File: src/design/vtdvs_pkg.sv
// Package for the output-voltage target and scaling control block
// Assumes a single 125 MHz clock domain, synchronous active-high reset
package vtdvs_pkg;
  localparam int CLK_MHZ = 125;
  localparam int CODE_W  = 12;
  // Target code limits per divider ratio (code = volts / step)
  localparam logic [11:0] CODE_MIN_DIV10 = 12'h064; // 1.0V / 10mV
  localparam logic [11:0] CODE_MAX_DIV10 = 12'h960; // 24V / 10mV
  localparam logic [11:0] CODE_MIN_DIV20 = 12'h0a5; // 3.3V / 20mV
  localparam logic [11:0] CODE_MAX_DIV20 = 12'h960; // 48V / 20mV
  localparam logic [11:0] RST_TARGET     = 12'h064;
  // Default scaling step interval, in ns, and its cycle count
  localparam int STEP_TIME_NS   = 1000;
  localparam int STEP_CYCLES    = (STEP_TIME_NS * CLK_MHZ + 999) / 1000;
  localparam int SYNC_STAGES    = 3;
  typedef enum {ST_SHUTDOWN, ST_STANDBY, ST_PREBIAS, ST_RUN} vtdvs_state_t;
endpackage : vtdvs_pkg

File: src/design/vtdvs_sync.sv
// Three-stage synchroniser with agreement filter for one pin level
// Assumes pin is asynchronous to sys_clk
`timescale 1ns/1ps
module vtdvs_sync (
  input  wire logic sys_clk,
  input  wire logic reset,
  input  wire logic pin_in,
  output logic      level_out
);
  typedef struct packed {
    logic [2:0] stg;
    logic       lvl;
  } vtdvs_sync_t;
  vtdvs_sync_t s_r;
  vtdvs_sync_t s_nxt;
  always_comb begin
    s_nxt     = s_r;
    s_nxt.stg = {s_r.stg[1:0], pin_in};
    // Accept only when the second and third stages agree
    if (s_r.stg[1] == s_r.stg[2]) begin
      s_nxt.lvl = s_r.stg[2];
    end
  end
  always_ff @(posedge sys_clk) begin
    if (reset) begin
      s_r <= '0;
    end else begin
      s_r <= s_nxt;
    end
  end
  assign level_out = s_r.lvl;
endmodule : vtdvs_sync

File: src/design/vtdvs_core.sv
// Output-voltage target, feedback latch, regulator sequencing and scaling
// Assumes comparator outputs as async pins; config bits from same clock
`timescale 1ns/1ps
// Contract
// RULE1: Aux regulator waits strap readout, then enables
// RULE2: Aux regulator starts on entering standby
// RULE3: Gate regulator prebias on release, full on enable
// RULE4: Feedback choice latched before soft-start
// RULE5: Ratio clear: 1.0V to 24V, 10mV
// RULE6: Ratio set: 3.3V to 48V, 20mV
// RULE7: Code is upper nibble above lower byte
// RULE8: Readback below minimum returns minimum code
// RULE9: Readback above maximum returns maximum code
// RULE10: Host rewrites target after ratio change
// RULE11: Internal feedback senses output pin
// RULE12: Reference slews toward target, limited slope
// RULE13: Target written while off: start ramps there
// RULE14: Power save blocks negative inductor current
// RULE15: Active scaling discharges on falling ramps
// RULE16: Active scaling discharge uses maximum strength
// RULE17: Clamped target is the regulation endpoint
module vtdvs_core #(
  parameter int STEP_CYCLES = vtdvs_pkg::STEP_CYCLES,
  parameter int STEP_LSB    = 1
) (
  input  wire logic        sys_clk,
  input  wire logic        reset,
  input  wire logic        shutdown_release_pin,
  input  wire logic        enable_undervoltage_pin,
  input  wire logic        feedback_pin,
  input  wire logic        strap_readout_done,
  input  wire logic        strap_aux_enable,
  input  wire logic        reg_aux_enable,
  input  wire logic        reg_aux_override,
  input  wire logic        soft_start_begin,
  input  wire logic        converter_running,
  input  wire logic        power_save_operation,
  input  wire logic        active_scaling_select,
  input  wire logic        divider_ratio_select,
  input  wire logic        target_write,
  input  wire logic [7:0]  target_code_upper_byte,
  input  wire logic [7:0]  target_code_lower_byte,
  input  wire logic [2:0]  discharge_strength_reg,
  input  wire logic        discharge_request,
  output logic             auxiliary_regulator_en,
  output logic             gate_drive_prebias,
  output logic             gate_drive_full,
  output logic             internal_feedback_sel,
  output logic             sense_from_output_pin,
  output logic [11:0]      output_voltage_target,
  output logic [11:0]      reference_code,
  output logic             discharge_en,
  output logic [2:0]       discharge_strength,
  output logic             negative_current_block
);
  typedef struct packed {
    vtdvs_pkg::vtdvs_state_t st;
    logic        aux;
    logic        pre;
    logic        full;
    logic        fb_latched;
    logic        fb_int;
    logic [11:0] tgt;
    logic [11:0] ref_c;
    logic [15:0] cnt;
    logic        dis;
    logic [2:0]  str;
    logic        negblk;
  } vtdvs_core_t;

  vtdvs_core_t s_r;
  vtdvs_core_t s_nxt;
  logic        rel_lvl;
  logic        en_lvl;
  logic        fb_lvl;
  logic [11:0] raw_code;
  logic [11:0] cmin;
  logic [11:0] cmax;
  logic [11:0] clamped;
  logic        falling;

  vtdvs_sync u_sync_rel (
    .sys_clk   (sys_clk),
    .reset     (reset),
    .pin_in    (shutdown_release_pin),
    .level_out (rel_lvl)
  );
  vtdvs_sync u_sync_en (
    .sys_clk   (sys_clk),
    .reset     (reset),
    .pin_in    (enable_undervoltage_pin),
    .level_out (en_lvl)
  );
  vtdvs_sync u_sync_fb (
    .sys_clk   (sys_clk),
    .reset     (reset),
    .pin_in    (feedback_pin),
    .level_out (fb_lvl)
  );

  // Code assembly and range limits
  assign raw_code = {target_code_upper_byte[3:0],
                     target_code_lower_byte}; // RULE7
  assign cmin = divider_ratio_select ? vtdvs_pkg::CODE_MIN_DIV20
                                     : vtdvs_pkg::CODE_MIN_DIV10; // RULE5
  assign cmax = divider_ratio_select ? vtdvs_pkg::CODE_MAX_DIV20
                                     : vtdvs_pkg::CODE_MAX_DIV10; // RULE6
  always_comb begin
    if (raw_code < cmin) begin
      clamped = cmin; // RULE8
    end else if (raw_code > cmax) begin
      clamped = cmax; // RULE9
    end else begin
      clamped = raw_code;
    end
  end
  assign falling = (s_r.ref_c > s_r.tgt);

  always_comb begin
    s_nxt = s_r;
    // Sequencing
    case (s_r.st)
      vtdvs_pkg::ST_SHUTDOWN: begin
        if (rel_lvl) begin
          s_nxt.st = vtdvs_pkg::ST_STANDBY;
        end
      end
      vtdvs_pkg::ST_STANDBY, vtdvs_pkg::ST_PREBIAS: begin
        s_nxt.st = en_lvl ? vtdvs_pkg::ST_RUN : vtdvs_pkg::ST_PREBIAS;
        if (!rel_lvl) begin
          s_nxt.st = vtdvs_pkg::ST_SHUTDOWN;
        end
      end
      vtdvs_pkg::ST_RUN: begin
        if (!rel_lvl) begin
          s_nxt.st = vtdvs_pkg::ST_SHUTDOWN;
        end else if (!en_lvl) begin
          s_nxt.st = vtdvs_pkg::ST_PREBIAS;
        end
      end
      default: s_nxt.st = vtdvs_pkg::ST_SHUTDOWN;
    endcase
    // Aux regulator from standby on, gated by strap readout
    s_nxt.aux = (s_r.st != vtdvs_pkg::ST_SHUTDOWN) && rel_lvl
                && strap_readout_done
                && (reg_aux_override ? reg_aux_enable
                                     : strap_aux_enable); // RULE1 RULE2
    s_nxt.pre  = rel_lvl && !en_lvl; // RULE3
    s_nxt.full = rel_lvl && en_lvl; // RULE3
    // Feedback choice latched once per enable cycle
    if (!en_lvl || !rel_lvl) begin
      s_nxt.fb_latched = 1'b0;
    end else if (soft_start_begin && !s_r.fb_latched) begin
      s_nxt.fb_latched = 1'b1; // RULE4
      s_nxt.fb_int     = fb_lvl; // RULE4
    end
    // Target storage, always the clamped value
    if (target_write) begin
      s_nxt.tgt = clamped; // RULE17
    end
    if (!converter_running) begin
      s_nxt.ref_c = s_nxt.tgt; // RULE13
      s_nxt.cnt   = '0;
    end else if (s_r.ref_c != s_r.tgt) begin
      if (s_r.cnt >= 16'(STEP_CYCLES - 1)) begin
        s_nxt.cnt = '0;
        if (falling) begin
          s_nxt.ref_c = (s_r.ref_c - s_r.tgt > 12'(STEP_LSB))
                      ? s_r.ref_c - 12'(STEP_LSB) : s_r.tgt; // RULE12
        end else begin
          s_nxt.ref_c = (s_r.tgt - s_r.ref_c > 12'(STEP_LSB))
                      ? s_r.ref_c + 12'(STEP_LSB) : s_r.tgt; // RULE12
        end
      end else begin
        s_nxt.cnt = s_r.cnt + 16'h0001;
      end
    end else begin
      s_nxt.cnt = '0;
    end
    // Discharge control
    if (converter_running && active_scaling_select && falling) begin
      s_nxt.dis = 1'b1; // RULE15
      s_nxt.str = 3'h7; // RULE16
    end else begin
      s_nxt.dis = discharge_request;
      s_nxt.str = discharge_strength_reg;
    end
    s_nxt.negblk = converter_running && power_save_operation; // RULE14
  end

  always_ff @(posedge sys_clk) begin
    if (reset) begin
      s_r       <= '0;
      s_r.st    <= vtdvs_pkg::ST_SHUTDOWN;
      s_r.tgt   <= vtdvs_pkg::RST_TARGET;
      s_r.ref_c <= vtdvs_pkg::RST_TARGET;
    end else begin
      s_r <= s_nxt;
    end
  end

  assign auxiliary_regulator_en = s_r.aux;
  assign gate_drive_prebias     = s_r.pre;
  assign gate_drive_full        = s_r.full;
  assign internal_feedback_sel  = s_r.fb_int;
  assign sense_from_output_pin  = s_r.fb_int; // RULE11
  assign output_voltage_target  = s_r.tgt;
  assign reference_code         = s_r.ref_c;
  assign discharge_en           = s_r.dis;
  assign discharge_strength     = s_r.str;
  assign negative_current_block = s_r.negblk;

  a_aux_gated: assert property (@(posedge sys_clk) disable iff (reset)
    auxiliary_regulator_en |-> $past(strap_readout_done))
    else $error("aux enabled before strap readout"); // RULE1
  a_aux_shutdown: assert property (@(posedge sys_clk) disable iff (reset)
    $past(s_r.st == vtdvs_pkg::ST_SHUTDOWN) |-> !auxiliary_regulator_en)
    else $error("aux on in shutdown"); // RULE2
  a_gate_excl: assert property (@(posedge sys_clk) disable iff (reset)
    !(gate_drive_prebias && gate_drive_full))
    else $error("gate prebias and full together"); // RULE3
  a_fb_hold: assert property (@(posedge sys_clk) disable iff (reset)
    s_r.fb_latched && $past(s_r.fb_latched) |-> $stable(s_r.fb_int))
    else $error("feedback choice changed"); // RULE4
  a_tgt_range: assert property (@(posedge sys_clk) disable iff (reset)
    $past(target_write) |-> output_voltage_target >= $past(cmin)
      && output_voltage_target <= $past(cmax))
    else $error("target outside clamp"); // RULE8
  a_tgt_code: assert property (@(posedge sys_clk) disable iff (reset)
    target_write && raw_code >= cmin && raw_code <= cmax
      |=> output_voltage_target == $past(raw_code))
    else $error("target code mismatch"); // RULE7
  a_ref_step: assert property (@(posedge sys_clk) disable iff (reset)
    $past(converter_running) && converter_running
      |-> (reference_code - $past(reference_code) <= 12'(STEP_LSB))
       || ($past(reference_code) - reference_code <= 12'(STEP_LSB)))
    else $error("reference slew too fast"); // RULE12
  a_off_track: assert property (@(posedge sys_clk) disable iff (reset)
    !converter_running |=> reference_code == output_voltage_target)
    else $error("reference not at target while off"); // RULE13
  a_dis_max: assert property (@(posedge sys_clk) disable iff (reset)
    converter_running && active_scaling_select && falling
      |=> discharge_en && discharge_strength == 3'h7)
    else $error("active scaling discharge wrong"); // RULE16
  a_negblk: assert property (@(posedge sys_clk) disable iff (reset)
    converter_running && power_save_operation |=> negative_current_block)
    else $error("negative current not blocked"); // RULE14
endmodule : vtdvs_core

File: config.mk
export PLATFORM = sky130hd
export DESIGN_NAME = vtdvs_core
export DESIGN_NICKNAME = d
export VERILOG_FILES = /design/src/design/vtdvs_pkg.sv /design/src/design/vtdvs_sync.sv /design/src/design/vtdvs_core.sv
export SDC_FILE = /design/constraint.sdc
export NUM_CORES = 1
export LEC_CHECK = 0
export CAP_MARGIN = 10
export CORE_UTILIZATION = 54
export CTS_CLUSTER_DIAMETER = 50
export DETAILED_ROUTE_END_ITERATION = 8
export DONT_BUFFER_PORTS = 1
export GPL_TIMING_DRIVEN = 0
export MAX_ROUTING_LAYER = met4
export PLACE_DENSITY = 0.69
export SLEW_MARGIN = 20
export SYNTH_ARGS = -nofsm -noshare
export SYNTH_HDL_FRONTEND = slang
export SYNTH_SLANG_ARGS = --single-unit
File: constraint.sdc
create_clock -name sys_clk -period 5.45 [get_ports sys_clk]
set_input_delay 1.3625 -clock sys_clk [delete_from_list [all_inputs] [get_ports sys_clk]]
set_output_delay 1.3625 -clock sys_clk [all_outputs]
set_load 0.05 [all_outputs]
==> results of run 1 <==
[cell type report]
class                   count  share of cell area
well taps                 108              0.0259
inverters                  37              0.0266
plain buffers              58              0.0695
clock inverters             7              0.0197
clock buffers               9              0.0237
flip-flops and latches     64               0.245
multi-input cells         456               0.589
[cells by family (layout without fill, tap and decap cells)]
| kind of cell | count (synthesis) | after routing |
|---|---|---|
| AOI/OAI and AO/OA | 152 | 152 |
| xor gates and xnor gates | 32 | 32 |
| adders and majority gates | 33 | 33 |
| buffers and inverters | 95 | 111 |
| DFF | 64 | 64 |
| muxes | 13 | 13 |
| other | 1 | 9 |
| and+or+nand+nor | 217 | 217 |
[per-stage QoR]
stage / hold slack (ns) / area [µm²] / std cells
3_5_place_dp: 0.431 / 4990 / 723
4_1_cts: 0.458 / 5220 / 739
6_report: 0.456 / 5220 / 739
2_1_floorplan: 0.414 / 4860 / 615
3_3_place_gp: 0.420 / 4990 / 723
5_1_grt: 0.475 / 5220 / 739
[synth_stat cells (all sizes together), types with 4 or more instances]
| master | n |
|---|---|
| nor2b | 17 |
| nor4 | 9 |
| a21oi | 36 |
| clkbuf | 18 |
| nand3 | 21 |
| and3 | 5 |
| o211ai | 10 |
| xor2 | 8 |
| nand2b | 6 |
| nand4 | 6 |
| nor3 | 13 |
| nor2 | 65 |
| nand2 | 46 |
| a21o | 4 |
| o21ai | 26 |
| and2 | 4 |
| xnor2 | 24 |
| o21a | 5 |
| a21boi | 5 |
| o22ai | 6 |
| ha | 31 |
| buf | 40 |
| a211oi | 9 |
| a2111oi | 6 |
| inv | 37 |
| dfxtp | 64 |
| mux2i | 10 |
| or3 | 8 |
| a31oi | 7 |
[routing by layer]
layer	vias to the layer above	GRT usage
met2	201	0.512
met1	2124	0.371
met4	0	0.180
met3	51	0.0462
met5	-	-
li1	2156	-
[path summary, 6_finish.rpt]
kind	slack, ns	from	end
setup / recovery	1.19	reference_code[0]	reference_code[11]
hold / removal	0.46	u_sync_fb.s_nxt[2]	u_sync_fb.s_nxt[3]
setup reg to reg	1.19	reference_code[0]	reference_code[11]
hold reg to reg	0.46	u_sync_fb.s_nxt[2]	u_sync_fb.s_nxt[3]
[power groups by stage]
stage	Clock [µW]	Sequential (µW)	Combinational, µW
after floorplan	0	543	700
after global placement	0	560	865
after detailed placement	0	561	867
after CTS	468	550	873
after global routing	487	557	959
final	461	551	894
[critical path: cells and delay by family, from the launching register on]
kind / cells / cell delay (ns)
AND/OR/NAND/NOR: 2 / 0.62
adder cells (fa/ha/maj): 2 / 0.87
AO/OA/AOI/OAI: 5 / 1.38
buffers and inverters: 3 / 0.52
multiplexers: 1 / 0.17
flip-flops: 1 / 0.59
==> reports/results.ini, run 1 <==
[outcome]
outcome=finished clean

[synthesis]
ys_types=81
synth.avg_cell_area_um2=7.95
yosys-top-cells-area=dfxtp_1, ha_1, nor2_1, buf_4, xnor2_1
synthAdderAreaFrac=0.0886
synth_top_area_frac=0.265
synth_edf_count=0
yosys.area.top_type=dfxtp_1
synth_area_mm2=0.00483
yosysSeqAreaShare=0.265
synth-simple-area-share=0.229
synth_xor_area_frac=0.0580
netlist_instances=607
yosys_register_bits=64
synth.area.mux_share=0.0277
synth_top_family_by_area=simple AND/OR/NAND/NOR gates
synth_flop_cell=dfxtp_1
yosys_warnings=0
async_flop_share=0
synth_compound_area_frac=0.226

[floorplanning]
die_width_um=96.6
die-area_mm2=0.00932
coreArea_mm2=0.00868
die_h_um=96.6
pin_count=69
initial_core_util=0.556
rows=34

[global_route]
grt_pass1_vias=4312
grt_max_degree=14
grt-ovfl-total=0
grt_usage=0.315
grt_pass1_wl_mm=21.4
antenna_found_initial=0

[hold_path]
hold_path.class=reg -> reg
min_path_cells=1

[finish]
final_cell_mix=nor2_1, dfxtp_1, nand2_1
synthToLayoutAreaGrowth_pct=8.11
final_layout_size_suffix_gt1_frac=0.120
reg_top3=s_r x19, output_voltage_target x12, reference_code x12
fill_cells=817
multiInputGateArea_mm2=0.00308
diodes=0
regArea_mm2=0.00128
largest_reg_flops=19
final_core_util=0.601
nNetsFinal=694
largest_register=s_r

[power_and_ir_drop]
p_comb_frac=0.469
powerDensity_mw_per_mm2=365
p_leak_uw=0.00217
power_frac_clock=0.242
pwr-share-seq=0.289
power.total_uw=1910
p_sw_frac=0.428
p_sw_uw=817
worst_ir_drop_vdd_v=0.000318
intPower_uw=1090

[timing]
fin_skew_ns=0.00316
tightest_slew_ns=0.705
drv_slew=0
rsz0062_at_grt=no
setup_violations=0
timing.slew.headroom=0.524
hold_violations=0
fin_setup_tns_ns=0
post-route-period-util=0.782
period_needed_ns=4.26
finalWorstSetupSlack_ns=1.19
fmax_mhz=235

[cts]
holdBufCountCts=0
cts-root-buf=clkbuf_8
cts_resized=0
clk_latency_ns=0.34
postCtsSetupRepairBufs=0
clkSlewWorstSetupHoldPaths_ns=0.07
clock_sinks=64
cts_buffer_depth=2
tritoncts=built
numCtsBuffers=9
h-tree-depth=3

[critical_path]
path_class=reg -> reg
crit_fanout=10
slowest_delay_ns=0.61
end_kind=flop
r2r_cells=13
crit_chain=inv_1 -> ha_1 -> fa_1 -> o221ai_1 -> a2111o_1 -> a2111oi_4 -> nand4_1 -> or4_1 -> buf_6 -> buf_8 -> mux2i_1 -> a21oi_1 -> a22o_1
cpMaxStageDelayCell=fa_1
arrival_ns=4.49
start_kind=flop
required_ns=5.68

[detailed_routing]
drc_errors=0
routed_wl_mm=13.9
wl_met2_mm=6.59
wl_met1_mm=5.81
drt_iter0_markers=364
vias=4532
routed.top_layer=met4
final_antenna_net_count=0
dr.pass1.iters=6
wl_met3_um=871
avgViaCountPerCell=6.13
routedWlPerCell_um=18.8

[placement]
dp.final_hpwl_mm=10.8
place_ws_ns=1.33
port-buffer-count=0
place_congestion=0.949

[run]
maxCapViolations=0

Note: power is estimated with default switching activity, not from simulation.
==> inputs of run 2 (changes only) <==
Settings changed: PLACE_DENSITY 0.69 to 0.72.
Clock period 5.45 ns to 3.6 ns, I/O delays scaled along.
==> run 2 against run 1 <==
Against the previous run:
- final cell count grew 0.95%
- setup slack got worse by 1.1 ns
- combinational power rose by 62%
- hold slack got worse by 0.0041 ns
- final area is 4.0% higher
- wire length fell by 2.7%
- register-to-register slack worse by 1.1 ns
- fmax increased by 20%
- clock-buffer cell count rose by 2
==> reports/results.ini, run 2 (synthesis gave the netlist of run 1 again) <==
[finish]
final_core_util=0.625
final_cell_mix=nor2_1, dfxtp_1, nand2_1
largest_reg_flops=19
largest_register=s_r
nNetsFinal=701
reg_top3=s_r x19, output_voltage_target x12, reference_code x12
diodes=0
final_layout_size_suffix_gt1_frac=0.180
synthToLayoutAreaGrowth_pct=12.4
final_common_cell=nor2_1

[run]
maxCapViolations=0

[critical_path]
start_kind=flop
end_kind=flop
r2r_setup_slack_ns=0.05
required_ns=3.83
r2r_cells=14
crit_fanout=8
arrival_ns=3.77
reg2reg_from=reference_code[0]
path_class=reg -> reg
r2r-end=reference_code[10]

[power_and_ir_drop]
p_leak_uw=0.00224
powerDensity_mw_per_mm2=532
power.total_uw=2880
worst_ir_drop_vdd_v=0.000360

[hold_path]
min_path_cells=1
min_to=u_sync_fb.s_nxt[3]
min_from=u_sync_fb.s_nxt[2]
hold_path.class=reg -> reg

[global_route]
grt_max_degree=12
grt_pass1_vias=4273
grt_usage=0.306
grt-ovfl-total=0
grt_pass1_wl_mm=21.0
antenna_found_initial=0

[floorplanning]
rows=34
die_h_um=96.6
pin_count=69
coreArea_mm2=0.00868
initial_core_util=0.556
die_width_um=96.6
die-area_mm2=0.00932

[timing]
fin_skew_ns=0.00764
period_needed_ns=3.55
tightest_slew_ns=0.640
worst_hold_slack_ns=0.452
timing.slew.headroom=0.572
fmax_mhz=282
setup_violations=0
post-route-period-util=0.985
hold_violations=0
drv_slew=0

[detailed_routing]
dr.pass1.iters=5
final_antenna_net_count=0
wl_met2_mm=6.54
routedWlPerCell_um=18.1
routed.top_layer=met4
wl_met1_mm=5.67
routed_wl_mm=13.5
avgViaCountPerCell=6.06
vias=4520
drc_errors=0
drt_iter0_markers=373
wl_met3_um=878

[cts]
cts-root-buf=clkbuf_8
cts_buffer_depth=2
numCtsBuffers=9
clock_sinks=64
clk_latency_ns=0.34
tritoncts=built
clkSlewWorstSetupHoldPaths_ns=0.07
h-tree-depth=3
holdBufCountCts=0

[placement]
port-buffer-count=0
place_congestion=0.930
dp.final_hpwl_mm=10.4

[outcome]
outcome=finished clean

-- run 2: critical path, cell delays in order (launching register included) --
cell       delay, ns
dfxtp_4         0.37
buf_4           0.14
ha_2            0.17
fa_2            0.36
and4b_2         0.33
a2111oi_4       0.07
or2_4           0.29
a2111oi_4       0.27
buf_4           0.18
o211ai_1        0.09
or4_4           0.56
buf_6           0.16
nor2_2          0.07
a211oi_1        0.05
o31a_1          0.30
-- run 2: worst max-delay path by stage --
stage | start | endpoint | slack, ns | cells past startpoint
global route | reference_code[0] | reference_code[11] | -0.02 | 12
floorplan | reference_code[0] | reference_code[0] | 0.16 | 12
CTS | output_voltage_target[4] | reference_code[0] | 0.009 | 13
finish | reference_code[0] | reference_code[10] | 0.05 | 14
global placement | reference_code[2] | reference_code[11] | -0.44 | 13
detailed placement | reference_code[2] | reference_code[11] | -0.48 | 13
-- run 2: repair_timing --
item | in CTS | in global routing
setup endpoints to repair | 12 | 16
gates resized for setup | 26 | 28
setup buffers | 3 | 5
endpoints found under the hold margin | 0 | 0
pin swaps | 6 | 12
-- run 2: area by class of cell --
type | count | area, µm²
fill | 775 | 3250
multi-input combinational | 456 | 3220
sequential | 64 | 1290
buffer | 57 | 378
clock buffer | 11 | 141
inverter | 37 | 139
tap | 108 | 135
timing repair buffer | 8 | 60.1
clock inverter | 5 | 56.3
-- run 2: report_power, final --
group	leakage [µW]	total, µW	switching (µW)	internal [µW]
sequential	0.000530	834	75.5	759
combinational	0.00162	1450	891	556
clock	0.0000993	603	266	337
total	0.00224	2880	1230	1650
-- run 2: through the flow --
step | TNS, ns | setup slack [ns] | instance area (µm²) | cells
after global routing | -0.0176 | -0.0168 | 5430 | 746
after floorplan | 0 | 0.165 | 4860 | 615
final | 0 | 0.0541 | 5430 | 746
after global placement | -3.46 | -0.438 | 4990 | 723
after CTS | 0 | 0.00855 | 5310 | 742
after detailed placement | -3.78 | -0.475 | 4990 | 723
-- run 2: per-layer routing --
layer  GRT usage  vias up
met4       0.120        0
li1            -     2179
met3      0.0587       41
met1       0.359     2117
met5           -        -
met2       0.515      183
==> inputs of run 3 (changes only) <==
Settings changed: SETUP_SLACK_MARGIN set to 0.5.
==> run 3 against run 2 <==
Against the previous run:
- combinational power is 7% higher
- critical path depth decreased by 3
- fmax up 3.7%
- non-clock buffer count grew 6
- flip-flop and latch count did not move
- clock skew barely moved
- critical endpoint is now reference_code[2]
==> reports/results.ini, run 3 (synthesis gave the netlist of run 1 again) <==
[timing]
rsz0062_at_grt=yes
hold_violations=0
fin_skew_ns=0.00737
period_needed_ns=3.42
worst_hold_slack_ns=0.451
setup_violations=0
post-route-period-util=0.950
tightest_slew_ns=0.597
timing.slew.headroom=0.602
fmax_mhz=292
drv_slew=0
finalWorstSetupSlack_ns=0.180

[power_and_ir_drop]
intPower_uw=1780
power_frac_clock=0.226
powerDensity_mw_per_mm2=543
worst_ir_drop_vdd_v=0.000363
p_leak_uw=0.00233
p_sw_frac=0.422
p_sw_uw=1300
pwr-share-seq=0.272
p_comb_frac=0.502

[detailed_routing]
drc_errors=0
dr.pass1.iters=7
drt_iter0_markers=414
routed_wl_mm=14.2
avgViaCountPerCell=6.11
vias=4597
final_antenna_net_count=0
routedWlPerCell_um=18.9

[floorplanning]
rows=34
pin_count=69
coreArea_mm2=0.00868
die_width_um=96.6
die_h_um=96.6
die-area_mm2=0.00932
initial_core_util=0.556

[cts]
numCtsBuffers=9
tritoncts=built
cts-root-buf=clkbuf_8
clk_latency_ns=0.34
clock_sinks=64
holdBufCountCts=0
clkSlewWorstSetupHoldPaths_ns=0.07
h-tree-depth=3
cts_buffer_depth=2

[global_route]
grt_max_degree=13
grt_usage=0.321
grt_pass1_wl_mm=21.8
grt-ovfl-total=0
grt_pass1_vias=4368
antenna_found_initial=0

[critical_path]
r2r_setup_slack_ns=0.18
required_ns=3.85
arrival_ns=3.67
end_kind=flop
cpMaxStageDelayCell=or4_4
start_kind=flop
cp_top_family=compound AO/OA/AOI/OAI gates
crit_chain=inv_1 -> ha_4 -> buf_4 -> nand3_1 -> or4_4 -> o21a_1 -> a22o_1 -> a41o_1 -> or3_1 -> a32o_1 -> a32oi_1
crit_fanout=10
slowest_delay_ns=0.56
path_class=reg -> reg
critPathBufInv=2

[finish]
multiInputGateArea_mm2=0.00333
fill_cells=758
synthToLayoutAreaGrowth_pct=17.8
nNetsFinal=707
fin_area_mm2=0.00569
final_layout_size_suffix_gt1_frac=0.231
diodes=0
largest_register=s_r
final_common_cell=nor2_1
largest_reg_flops=19
reg_top3=s_r x19, output_voltage_target x12, reference_code x12
regArea_mm2=0.00132
final_cell_mix=nor2_1, dfxtp_1, nand2_1

[placement]
place_congestion=0.949
port-buffer-count=0
place_ws_ns=-0.362
dp.final_hpwl_mm=10.6
placed_area_mm2=0.00505

[outcome]
outcome=finished clean

[hold_path]
hold_path.class=reg -> reg

[run]
maxCapViolations=0

[run 3: cell count changes in the layout (fill, tap and decap cells not counted), sizes merged]
cell,delta
clkinv,-1
buf,+9
bufinv,+1
clkbuf,-4
clkinvlp,+1
[run 3: stage by stage]
step	setup TNS [ns]	util	power (µW)	cells
after floorplan	0	-	1910	615
after global placement	-1.99	0.582	2170	723
after detailed placement	-1.99	0.582	2190	723
after CTS	0	0.648	3050	749
after global routing	0	0.655	3250	752
final	0	0.655	3090	752
[run 3: worst paths after layout]
check	startpoint	to	depth (start not counted)
setup reg to reg	output_voltage_target[9]	reference_code[2]	11
setup / recovery	output_voltage_target[9]	reference_code[2]	11
hold / removal	u_sync_fb.s_nxt[2]	u_sync_fb.s_nxt[3]	1
hold reg to reg	u_sync_fb.s_nxt[2]	u_sync_fb.s_nxt[3]	1
[run 3: layer usage]
| metal | share of wire | vias up | global-route usage |
|---|---|---|---|
| li1 | - | 2186 | - |
| met1 | 0.41 | 2162 | 0.370 |
| met2 | 0.48 | 213 | 0.534 |
| met3 | 0.067 | 36 | 0.0587 |
| met4 | 0.034 | 0 | 0.162 |
| met5 | 0 | - | - |
[run 3: timing repair]
action	CTS	global route
setup endpoints to repair	16	16
buffers inserted	10	3
gates resized for setup	63	21
pin swaps	20	12
[run 3: layout make-up]
cell class / count / share of cell area
inverter: 37 / 0.0255
timing repair buffer: 13 / 0.0200
sequential: 64 / 0.232
clock buffer: 10 / 0.0242
tap: 108 / 0.0238
clock inverter: 6 / 0.0161
multi-input combinational: 456 / 0.585
buffer: 58 / 0.0739
[run 3: power groups by stage]
stage / clock network [µW] / registers (µW) / logic (µW)
detailed placement: 0 / 851 / 1340
floorplan: 0 / 825 / 1090
global placement: 0 / 849 / 1320
finish: 698 / 839 / 1550
CTS: 713 / 834 / 1500
global route: 740 / 845 / 1660
